File: src/imac_pkg.sv
// Package with register map, field layout and constants for the I2C master
package imac_pkg;
  // Register byte offsets (APB, one aligned word each)
  localparam logic [11:0] OFF_CTRL = 12'h000;
  localparam logic [11:0] OFF_STATUS = 12'h004;
  localparam logic [11:0] OFF_BUF = 12'h008;
  localparam logic [11:0] OFF_RATE = 12'h00C;
  // Control register bit positions
  localparam int CTRL_START = 0;
  localparam int CTRL_RSTART = 1;
  localparam int CTRL_STOP = 2;
  localparam int CTRL_ACK = 3;
  localparam int CTRL_ACKVAL = 4;
  localparam int CTRL_EN = 5;
  localparam int CTRL_IE = 6;
  // Status register bit positions; PIF, BCL and WRCOL are write one to clear
  localparam int ST_PIF = 0;
  localparam int ST_BCL = 1;
  localparam int ST_WRCOL = 2;
  localparam int ST_STOPDET = 3;
  localparam int ST_STARTDET = 4;
  localparam int ST_FULL = 5;
  localparam int ST_ACKSTAT = 6;
  localparam int ST_IDLE = 7;
  // Reset values
  localparam logic [7:0] RATE_RST = 8'h00;
  localparam logic [7:0] CTRL_RST = 8'h00;
  localparam logic [2:0] SYNC_RST = 3'h7;

  typedef struct packed {
    logic scl_i;
    logic sda_i;
  } imac_pins_in_t;

  typedef struct packed {
    logic scl_o;
    logic scl_oe;
    logic sda_o;
    logic sda_oe;
  } imac_pins_out_t;

  typedef enum logic [4:0] {
    ST_IDLE_S = 5'h00,
    ST_S_CHK = 5'h01,
    ST_S_CNT1 = 5'h02,
    ST_S_CNT2 = 5'h03,
    ST_R_CNT1 = 5'h04,
    ST_R_WAIT = 5'h05,
    ST_R_CNT2 = 5'h06,
    ST_R_CNT3 = 5'h07,
    ST_P_WAIT = 5'h08,
    ST_P_CNT1 = 5'h09,
    ST_P_SCLH = 5'h0A,
    ST_P_CNT2 = 5'h0B,
    ST_P_CNT3 = 5'h0C,
    ST_A_CNT1 = 5'h0D,
    ST_A_WAIT = 5'h0E,
    ST_A_CNT2 = 5'h0F,
    ST_T_LOW = 5'h10,
    ST_T_WAIT = 5'h11,
    ST_T_HIGH = 5'h12
  } imac_state_t;
endpackage : imac_pkg

File: src/imac_top.sv
// I2C master sequencer: ack, stop, start, arbitration, APB registers
//
// Local design decisions: the register addresses and the APB slave port.
`timescale 1ns/1ps
module imac_top #(
  parameter int RATE_W = 8
) (
  // Clock and reset
  input wire logic clk_sys,
  input wire logic sys_rst,
  // APB slave
  input wire logic psel,
  input wire logic penable,
  input wire logic pwrite,
  input wire logic [11:0] paddr,
  input wire logic [31:0] pwdata,
  output logic [31:0] prdata,
  output logic pready,
  output logic pslverr,
  // Bus pins, open drain
  input wire imac_pkg::imac_pins_in_t pins_in,
  output imac_pkg::imac_pins_out_t pins_out,
  // Interrupt and wake
  input wire logic slave_event,
  output logic port_irq,
  output logic wake_req
);
  // Pin synchronisers; change counts once stages two and three agree
  logic [2:0] scl_sync_reg;
  logic [2:0] sda_sync_reg;
  logic scl_f_reg;
  logic sda_f_reg;
  logic scl_prev_reg;
  logic sda_prev_reg;

  always_ff @(posedge clk_sys)
  begin
    if (sys_rst)
    begin
      scl_sync_reg <= imac_pkg::SYNC_RST;
      sda_sync_reg <= imac_pkg::SYNC_RST;
      scl_f_reg <= 1'b1;
      sda_f_reg <= 1'b1;
      scl_prev_reg <= 1'b1;
      sda_prev_reg <= 1'b1;
    end
    else
    begin
      scl_sync_reg <= {scl_sync_reg[1:0], pins_in.scl_i};
      sda_sync_reg <= {sda_sync_reg[1:0], pins_in.sda_i};
      if (scl_sync_reg[1] == scl_sync_reg[2])
        scl_f_reg <= scl_sync_reg[2];
      if (sda_sync_reg[1] == sda_sync_reg[2])
        sda_f_reg <= sda_sync_reg[2];
      scl_prev_reg <= scl_f_reg;
      sda_prev_reg <= sda_f_reg;
    end
  end

  wire scl = scl_f_reg;
  wire sda = sda_f_reg;
  // Stop: SDA rises while SCL high; start: SDA falls while SCL high
  wire stop_seen = scl && scl_prev_reg && sda && !sda_prev_reg;
  wire start_seen = scl && scl_prev_reg && !sda && sda_prev_reg;

  // Registers
  logic [7:0] ctrl_reg;
  logic [RATE_W-1:0] rate_reg;
  logic [7:0] buf_reg;
  logic pif_reg, bcl_reg, wrcol_reg, stopdet_reg, startdet_reg;
  logic full_reg, ackstat_reg;
  logic [RATE_W-1:0] div_reg;
  logic div_run_reg;
  logic scl_low_reg, sda_low_reg;
  logic [3:0] bit_cnt_reg;
  logic [7:0] shift_reg;
  imac_pkg::imac_state_t state_reg, state_next;

  wire enabled = ctrl_reg[imac_pkg::CTRL_EN];
  wire irq_en = ctrl_reg[imac_pkg::CTRL_IE];

  // APB decode
  wire apb_wr = psel && penable && pwrite;
  wire sel_ctrl = paddr == imac_pkg::OFF_CTRL;
  wire sel_stat = paddr == imac_pkg::OFF_STATUS;
  wire sel_buf = paddr == imac_pkg::OFF_BUF;
  wire sel_rate = paddr == imac_pkg::OFF_RATE;
  wire mapped = sel_ctrl || sel_stat || sel_buf || sel_rate;
  wire wr_ctrl = apb_wr && sel_ctrl;
  wire wr_stat = apb_wr && sel_stat;
  wire wr_buf = apb_wr && sel_buf;
  wire wr_rate = apb_wr && sel_rate;
  wire idle = state_reg == imac_pkg::ST_IDLE_S;
  // Only ack, stop and transmit are sequences in this block that refuse the buffer
  wire in_ack = state_reg inside {imac_pkg::ST_A_CNT1, imac_pkg::ST_A_WAIT,
                                   imac_pkg::ST_A_CNT2};
  wire in_stop = state_reg inside {imac_pkg::ST_P_WAIT, imac_pkg::ST_P_CNT1,
                                    imac_pkg::ST_P_SCLH, imac_pkg::ST_P_CNT2,
                                    imac_pkg::ST_P_CNT3};
  wire in_tx = state_reg inside {imac_pkg::ST_T_LOW, imac_pkg::ST_T_WAIT,
                                  imac_pkg::ST_T_HIGH};
  wire buf_refused = wr_buf && (in_ack || in_stop || in_tx);
  wire buf_accept = wr_buf && !buf_refused && idle && enabled;

  assign pready = 1'b1;
  assign pslverr = psel && penable && !mapped;
  wire [7:0] status_w = {idle, ackstat_reg, full_reg, startdet_reg,
                         stopdet_reg, wrcol_reg, bcl_reg, pif_reg};
  wire [31:0] rd_mux = sel_ctrl ? {24'h000000, ctrl_reg} :
                       sel_stat ? {24'h000000, status_w} :
                       sel_buf ? {24'h000000, buf_reg} :
                       sel_rate ? {{(32-RATE_W){1'b0}}, rate_reg} :
                       32'h00000000;

  // Divider; each expiry is one half period of the bus clock
  wire div_done = div_run_reg && (div_reg == '0);
  logic div_load, div_stop;

  // Collision and event terms from the sequencer
  logic bcl_set, pif_set, seq_done, tx_bit_done;
  logic clr_start, clr_rstart, clr_stop, clr_ack;

  always_comb
  begin
    state_next = state_reg;
    div_load = 1'b0;
    div_stop = 1'b0;
    bcl_set = 1'b0;
    pif_set = 1'b0;
    seq_done = 1'b0;
    tx_bit_done = 1'b0;
    clr_start = 1'b0;
    clr_rstart = 1'b0;
    clr_stop = 1'b0;
    clr_ack = 1'b0;
    unique case (state_reg)
      imac_pkg::ST_IDLE_S:
      begin
        if (!enabled)
          state_next = imac_pkg::ST_IDLE_S;
        else if (ctrl_reg[imac_pkg::CTRL_START])
          state_next = imac_pkg::ST_S_CHK;
        else if (ctrl_reg[imac_pkg::CTRL_RSTART])
        begin
          state_next = imac_pkg::ST_R_CNT1;
          div_load = 1'b1;
        end
        else if (ctrl_reg[imac_pkg::CTRL_STOP])
          state_next = imac_pkg::ST_P_WAIT;
        else if (ctrl_reg[imac_pkg::CTRL_ACK])
        begin
          state_next = imac_pkg::ST_A_CNT1;
          div_load = 1'b1;
        end
        else if (buf_accept)
        begin
          state_next = imac_pkg::ST_T_LOW;
          div_load = 1'b1;
        end
      end
      imac_pkg::ST_S_CHK:
        if (!sda || !scl)
        begin
          bcl_set = 1'b1;
          state_next = imac_pkg::ST_IDLE_S;
        end
        else
        begin
          div_load = 1'b1;
          state_next = imac_pkg::ST_S_CNT1;
        end
      imac_pkg::ST_S_CNT1:
        if (!scl && sda)
        begin
          bcl_set = 1'b1;
          state_next = imac_pkg::ST_IDLE_S;
        end
        else if (!sda || div_done)
        begin
          div_load = 1'b1;
          state_next = imac_pkg::ST_S_CNT2;
        end
      imac_pkg::ST_S_CNT2:
        if (div_done)
        begin
          seq_done = 1'b1;
          clr_start = 1'b1;
          state_next = imac_pkg::ST_IDLE_S;
        end
      imac_pkg::ST_R_CNT1:
        if (div_done)
          state_next = imac_pkg::ST_R_WAIT;
      imac_pkg::ST_R_WAIT:
        if (scl)
        begin
          if (!sda)
          begin
            bcl_set = 1'b1;
            state_next = imac_pkg::ST_IDLE_S;
          end
          else
          begin
            div_load = 1'b1;
            state_next = imac_pkg::ST_R_CNT2;
          end
        end
      imac_pkg::ST_R_CNT2:
        if (!scl && sda)
        begin
          bcl_set = 1'b1;
          state_next = imac_pkg::ST_IDLE_S;
        end
        else if (div_done || !sda)
        begin
          div_load = 1'b1;
          state_next = imac_pkg::ST_R_CNT3;
        end
      imac_pkg::ST_R_CNT3:
        if (div_done)
        begin
          seq_done = 1'b1;
          clr_rstart = 1'b1;
          state_next = imac_pkg::ST_IDLE_S;
        end
      imac_pkg::ST_P_WAIT:
        if (!sda)
        begin
          div_load = 1'b1;
          state_next = imac_pkg::ST_P_CNT1;
        end
      imac_pkg::ST_P_CNT1:
        if (div_done)
          state_next = imac_pkg::ST_P_SCLH;
      imac_pkg::ST_P_SCLH:
        if (scl)
        begin
          div_load = 1'b1;
          state_next = imac_pkg::ST_P_CNT2;
        end
      imac_pkg::ST_P_CNT2:
        if (!scl)
        begin
          bcl_set = 1'b1;
          state_next = imac_pkg::ST_IDLE_S;
        end
        else if (div_done)
        begin
          div_load = 1'b1;
          state_next = imac_pkg::ST_P_CNT3;
        end
      imac_pkg::ST_P_CNT3:
        if (!sda && div_done)
        begin
          bcl_set = 1'b1;
          state_next = imac_pkg::ST_IDLE_S;
        end
        else if (div_done)
        begin
          seq_done = 1'b1;
          clr_stop = 1'b1;
          state_next = imac_pkg::ST_IDLE_S;
        end
      imac_pkg::ST_A_CNT1:
        if (div_done)
          state_next = imac_pkg::ST_A_WAIT;
      imac_pkg::ST_A_WAIT:
        if (scl)
        begin
          if (!ctrl_reg[imac_pkg::CTRL_ACKVAL] || sda)
          begin
            div_load = 1'b1;
            state_next = imac_pkg::ST_A_CNT2;
          end
          else
          begin
            bcl_set = 1'b1;
            state_next = imac_pkg::ST_IDLE_S;
          end
        end
      imac_pkg::ST_A_CNT2:
        if (div_done)
        begin
          seq_done = 1'b1;
          clr_ack = 1'b1;
          div_stop = 1'b1;
          state_next = imac_pkg::ST_IDLE_S;
        end
      imac_pkg::ST_T_LOW:
        if (div_done)
          state_next = imac_pkg::ST_T_WAIT;
      imac_pkg::ST_T_WAIT:
        if (scl)
        begin
          if (shift_reg[7] && !sda && bit_cnt_reg != 4'h8)
          begin
            bcl_set = 1'b1;
            state_next = imac_pkg::ST_IDLE_S;
          end
          else
          begin
            div_load = 1'b1;
            state_next = imac_pkg::ST_T_HIGH;
          end
        end
      imac_pkg::ST_T_HIGH:
        if (div_done)
        begin
          tx_bit_done = 1'b1;
          div_load = 1'b1;
          state_next = (bit_cnt_reg == 4'h8) ? imac_pkg::ST_IDLE_S :
                       imac_pkg::ST_T_LOW;
        end
      default:
        state_next = imac_pkg::ST_IDLE_S;
    endcase
    if (!enabled)
      state_next = imac_pkg::ST_IDLE_S;
  end

  // Collision in any phase clears all triggers and releases both lines
  wire abort = bcl_set || !enabled;
  wire done_bit9 = tx_bit_done && bit_cnt_reg == 4'h8;

  always_ff @(posedge clk_sys)
  begin
    if (sys_rst)
    begin
      state_reg <= imac_pkg::ST_IDLE_S;
      div_reg <= '0;
      div_run_reg <= 1'b0;
    end
    else
    begin
      state_reg <= state_next;
      if (div_load)
      begin
        div_reg <= rate_reg;
        div_run_reg <= 1'b1;
      end
      else if (div_stop || abort || state_next == imac_pkg::ST_IDLE_S)
        div_run_reg <= 1'b0;
      else if (div_run_reg && div_reg != '0)
        div_reg <= div_reg - 1'b1;
    end
  end

  // Line drive, derived from the next state
  always_ff @(posedge clk_sys)
  begin
    if (sys_rst)
    begin
      scl_low_reg <= 1'b0;
      sda_low_reg <= 1'b0;
    end
    else if (abort)
    begin
      scl_low_reg <= 1'b0;
      sda_low_reg <= 1'b0;
    end
    else
      unique case (state_next)
        imac_pkg::ST_S_CNT2: sda_low_reg <= 1'b1;
        imac_pkg::ST_R_CNT1: sda_low_reg <= 1'b0;
        imac_pkg::ST_R_WAIT: scl_low_reg <= 1'b0;
        imac_pkg::ST_R_CNT3: sda_low_reg <= 1'b1;
        imac_pkg::ST_P_WAIT:
        begin
          scl_low_reg <= 1'b1;
          sda_low_reg <= 1'b1;
        end
        imac_pkg::ST_P_SCLH: scl_low_reg <= 1'b0;
        imac_pkg::ST_P_CNT3: sda_low_reg <= 1'b0;
        imac_pkg::ST_A_CNT1:
        begin
          scl_low_reg <= 1'b1;
          sda_low_reg <= !ctrl_reg[imac_pkg::CTRL_ACKVAL];
        end
        imac_pkg::ST_A_WAIT: scl_low_reg <= 1'b0;
        imac_pkg::ST_T_LOW:
        begin
          scl_low_reg <= 1'b1;
          sda_low_reg <= (bit_cnt_reg == 4'h8) ? 1'b0 : !shift_reg[7];
        end
        imac_pkg::ST_T_WAIT: scl_low_reg <= 1'b0;
        imac_pkg::ST_IDLE_S:
          // A finished stop must leave SCL released for the next master
          if ((seq_done && !clr_stop) || done_bit9)
            scl_low_reg <= 1'b1;
        default:
        begin
          scl_low_reg <= scl_low_reg;
          sda_low_reg <= sda_low_reg;
        end
      endcase
  end

  // Shifter; a fresh write always starts at the first bit
  always_ff @(posedge clk_sys)
  begin
    if (sys_rst)
    begin
      shift_reg <= 8'h00;
      bit_cnt_reg <= 4'h0;
      buf_reg <= 8'h00;
      ackstat_reg <= 1'b0;
    end
    else if (buf_accept)
    begin
      buf_reg <= pwdata[7:0];
      shift_reg <= pwdata[7:0];
      bit_cnt_reg <= 4'h0;
    end
    else if (tx_bit_done)
    begin
      if (bit_cnt_reg == 4'h8)
        ackstat_reg <= sda;
      shift_reg <= {shift_reg[6:0], 1'b0};
      bit_cnt_reg <= bit_cnt_reg + 4'h1;
    end
  end

  // Control and status; hardware set wins over software clear
  always_ff @(posedge clk_sys)
  begin
    if (sys_rst)
    begin
      ctrl_reg <= imac_pkg::CTRL_RST;
      rate_reg <= RATE_W'(imac_pkg::RATE_RST);
      pif_reg <= 1'b0;
      bcl_reg <= 1'b0;
      wrcol_reg <= 1'b0;
      stopdet_reg <= 1'b0;
      startdet_reg <= 1'b0;
      full_reg <= 1'b0;
    end
    else
    begin
      if (wr_ctrl)
        ctrl_reg <= pwdata[7:0];
      else
      begin
        if (clr_start || abort)
          ctrl_reg[imac_pkg::CTRL_START] <= 1'b0;
        if (clr_rstart || abort)
          ctrl_reg[imac_pkg::CTRL_RSTART] <= 1'b0;
        if (clr_stop || abort)
          ctrl_reg[imac_pkg::CTRL_STOP] <= 1'b0;
        if (clr_ack || abort)
          ctrl_reg[imac_pkg::CTRL_ACK] <= 1'b0;
      end
      if (wr_rate)
        rate_reg <= pwdata[RATE_W-1:0];
      if (wr_stat && pwdata[imac_pkg::ST_PIF])
        pif_reg <= 1'b0;
      if (seq_done || done_bit9 || stop_seen)
        pif_reg <= 1'b1;
      if (wr_stat && pwdata[imac_pkg::ST_BCL])
        bcl_reg <= 1'b0;
      if (bcl_set)
        bcl_reg <= 1'b1;
      if (wr_stat && pwdata[imac_pkg::ST_WRCOL])
        wrcol_reg <= 1'b0;
      if (buf_refused)
        wrcol_reg <= 1'b1;
      if (!enabled)
      begin
        stopdet_reg <= 1'b0;
        startdet_reg <= 1'b0;
      end
      else if (stop_seen)
      begin
        stopdet_reg <= 1'b1;
        startdet_reg <= 1'b0;
      end
      else if (start_seen)
      begin
        startdet_reg <= 1'b1;
        stopdet_reg <= 1'b0;
      end
      if (bcl_set && in_tx)
        full_reg <= 1'b0;
      else if (buf_accept)
        full_reg <= 1'b1;
      else if (tx_bit_done && bit_cnt_reg == 4'h7)
        full_reg <= 1'b0;
    end
  end

  // Read data registered in the setup phase
  always_ff @(posedge clk_sys)
  begin
    if (sys_rst)
      prdata <= 32'h00000000;
    else if (psel && !penable && !pwrite)
      prdata <= rd_mux;
  end

  assign pins_out.scl_o = 1'b0;
  assign pins_out.sda_o = 1'b0;
  assign pins_out.scl_oe = scl_low_reg;
  assign pins_out.sda_oe = sda_low_reg;
  // Interrupt level while IE is set; wake lets slave events through while EN and IE are set
  assign port_irq = irq_en && (pif_reg || bcl_reg);
  assign wake_req = irq_en && enabled && slave_event;
endmodule : imac_top

File: config.mk
export PLATFORM = sky130hd
export DESIGN_NAME = imac_top
export DESIGN_NICKNAME = d
export VERILOG_FILES = /design/src/imac_pkg.sv /design/src/imac_top.sv
export SDC_FILE = /design/constraint.sdc
export NUM_CORES = 1
export LEC_CHECK = 0
export BUFFER_PORTS_ARGS = -buffer_cell sky130_fd_sc_hd__buf_4
export CORE_AREA = 2 2 100 102
export DETAILED_ROUTE_END_ITERATION = 7
export DIE_AREA = 0 0 102 104
export PLACE_DENSITY = 0.81
export REMOVE_ABC_BUFFERS = 1
export SKIP_CTS_REPAIR_TIMING = 1
export SLEW_MARGIN = 5
export SYNTH_ARGS = -nofsm -noshare
export SYNTH_HDL_FRONTEND = slang
export SYNTH_SLANG_ARGS = --single-unit
File: constraint.sdc
create_clock -name clk_sys -period 3.5 [get_ports clk_sys]
set_input_delay 0.7 -clock clk_sys [delete_from_list [all_inputs] [get_ports clk_sys]]
set_output_delay 0.7 -clock clk_sys [all_outputs]
set_load 0.01 [all_outputs]
==> metrics.cfg <==
[run_status]
status=complete, no violations

[placed_design]
dpl_cell_area_um2=4970
gp_congestion=0.961
io_buffers=40
dp.final_hpwl_um=9540
preCtsSetupSlack_ns=0.373

[routing]
drt_first_pass_iters=6
vias_per_cell=6.07
num_vias=4496
drc=0
drt-initial-drc-count=393
ant_nets=0
wl_per_cell_um=17.6
wl_um=13000

[worst_setup_path]
cp.arrival_ns=3.50
r2r_slack_ns=0.29
worst-path-max-fanout=6
rr_worst_depth=10
worstSetupPathType=reg2reg
cp.required_ns=3.79
critPathCaptureType=flip-flop
rr_startpoint=div_reg[0]
crit_path_start_kind=flip-flop
rr_endpoint=div_reg[1]

[floorplan]
die_h_um=104
rows=36
dieWidth_um=102
dieArea_um2=10600
pin_count=92
core-area_um2=9550
initial_core_util=0.491

[timing]
finalHoldViolCount=0
clock_skew_ns=0.00941
rsz0062_at_grt=no
tightest_slew_ns=0.944
worst_slack_ns=0.289
period_needed_ns=3.21
tns_ns=0
finalMaxSlewViolations=0
fmax_mhz=311
slew-limit-headroom=0.369
min_period_over_period=0.918
setup_viol=0
whs_ns=0.411

[global_route]
grt_pass1_wl_um=20700
grt_max_degree=46
antenna_found_initial=0
grtUsageTotal=0.245
grt_pass1_vias=4201
gr-total-overflow=0

[synthesis]
yosys.area.top_type=dfxtp_1
synth_ff_type=dfxtp_1
yosysSeqAreaShare=0.329
synth_top_area_frac=0.329
netlist_instances=581
yosys_register_bits=77
synth_edf_count=0
synth.avg_cell_area_um2=8.07
ys_types=85
synth_area_leaders=dfxtp_1 (33%), a21oi_1 (5.1%), nand2_1 (5.0%)
async_reset_ff_frac=0
syn_area_um2=4690
yosysWarningCount=0

[worst_hold_path]
hold_depth=1
min-delay-start=scl_sync_reg[0]
hold_path_class=reg2reg
min_to=scl_sync_reg[1]

[clock_tree]
htreeDepth=3
cts-root-buf=clkbuf_8
clkSlewWorstSetupHoldPaths_ns=0.08
clockBufferDepth=2
cts_tree=done
clock_sinks=77
numCtsBuffers=9
clk_latency_ns=0.36

[cells_and_area]
area_delta_synth_final_pct=10.5
layout-drive-gt1-share=0.160
nFillCells=896
finish.net_count=660
antenna_cells=0
stdcell_area_um2=5180

[run]
drv_cap=0

[power_and_ir_drop]
power_density_nw_per_um2=325
vdd_drop_max_mv=0.218
p_leak_uw=0.00200

## layout make-up
cell class / instances / area [um2] / area share
Multi-Input combinational cell: 448 / 2810 / 0.542
Sequential cell: 77 / 1540 / 0.298
Timing Repair Buffer: 54 / 405 / 0.0783
Tap cell: 133 / 166 / 0.0321
Clock buffer: 11 / 131 / 0.0254
Clock inverter: 4 / 73.8 / 0.0143
Inverter: 14 / 52.6 / 0.0101
## how the worst max path moves through the flow
stage               startpoint    endpoint  slack [ns]
finish              div_reg[0]  div_reg[1]        0.29
global route        div_reg[0]  div_reg[1]        0.08
CTS                 div_reg[0]  div_reg[1]        0.33
detailed placement  div_reg[0]  div_reg[1]        0.37
global placement    div_reg[0]  div_reg[1]        0.47
floorplan             paddr[1]  div_reg[3]        0.33
## kinds of logic (layout without fill, tap and decap cells)
family                     after synthesis  after routing  share of synthesized area
AOI/OAI and AO/OA                      149            149                      0.222
xor gates and xnor gates                 8              8                     0.0149
adders and majority gates                4              4                     0.0107
buffers and inverters                   81             83                     0.0924
DFF                                     77             77                      0.329
muxes                                   25             25                     0.0539
other                                    2             27                    0.00160
and+or+nand+nor                        235            235                      0.276
## metal layers
layer | track usage | vias up | part of all wire
li1 | - | 2120 | -
met1 | 0.335 | 2123 | 0.42
met2 | 0.386 | 221 | 0.47
met3 | 0.0504 | 32 | 0.086
met4 | 0.0790 | 0 | 0.024
met5 | 0 | - | 0
## worst max-delay path, stage by stage (launching register included)
cell and delay (ns):
dfxtp_1 0.38, inv_1 0.10, ha_1 0.20, or2b_1 0.32, or3_4 0.23, a221oi_1 0.08, a2111oi_1 0.88, nand4_4 0.23
o21ai_4 0.26, mux2_1 0.34, o2bb2ai_1 0.11
## layout by cell type, fill, tap and decap left out, drive strengths merged, types with 7 or more instances in the layout
| cell | instances |
|---|---|
| dfxtp | 77 |
| or3 | 7 |
| mux2i | 23 |
| a31oi | 13 |
| clkbuf | 11 |
| nor2 | 53 |
| o2111ai | 8 |
| nand2 | 62 |
| nand3 | 16 |
| or2 | 11 |
| nand3b | 9 |
| nor4 | 8 |
| inv | 14 |
| o21ai | 19 |
| a21oi | 49 |
| nor3 | 25 |
| conb | 27 |
| buf | 54 |
## where the power goes
part | total, uW | switching (uW) | internal (uW)
clock | 717 | 318 | 398
combinational | 88.5 | 57.4 | 31.2
sequential | 880 | 1.59 | 878
total | 1690 | 377 | 1310
## synth_stat cells (7+ instances only)
master	count
nor2_1	53
inv_1	14
buf_4	30
nand3b_1	8
or2_2	10
o21ai_0	16
clkbuf_1	25
a31oi_1	13
nand3_1	15
mux2i_1	23
buf_2	7
dfxtp_1	77
a21oi_1	48
nor3_1	22
nand2_1	62
o2111ai_1	8
## through the flow
step	total power, uW	instances	util
final	1690	741	0.542
after global routing	1740	741	0.542
after CTS	1690	741	0.542
after detailed placement	987	726	0.521
after global placement	984	726	0.521
after floorplan	932	539	-
Power figures use the tool's default switching activity.
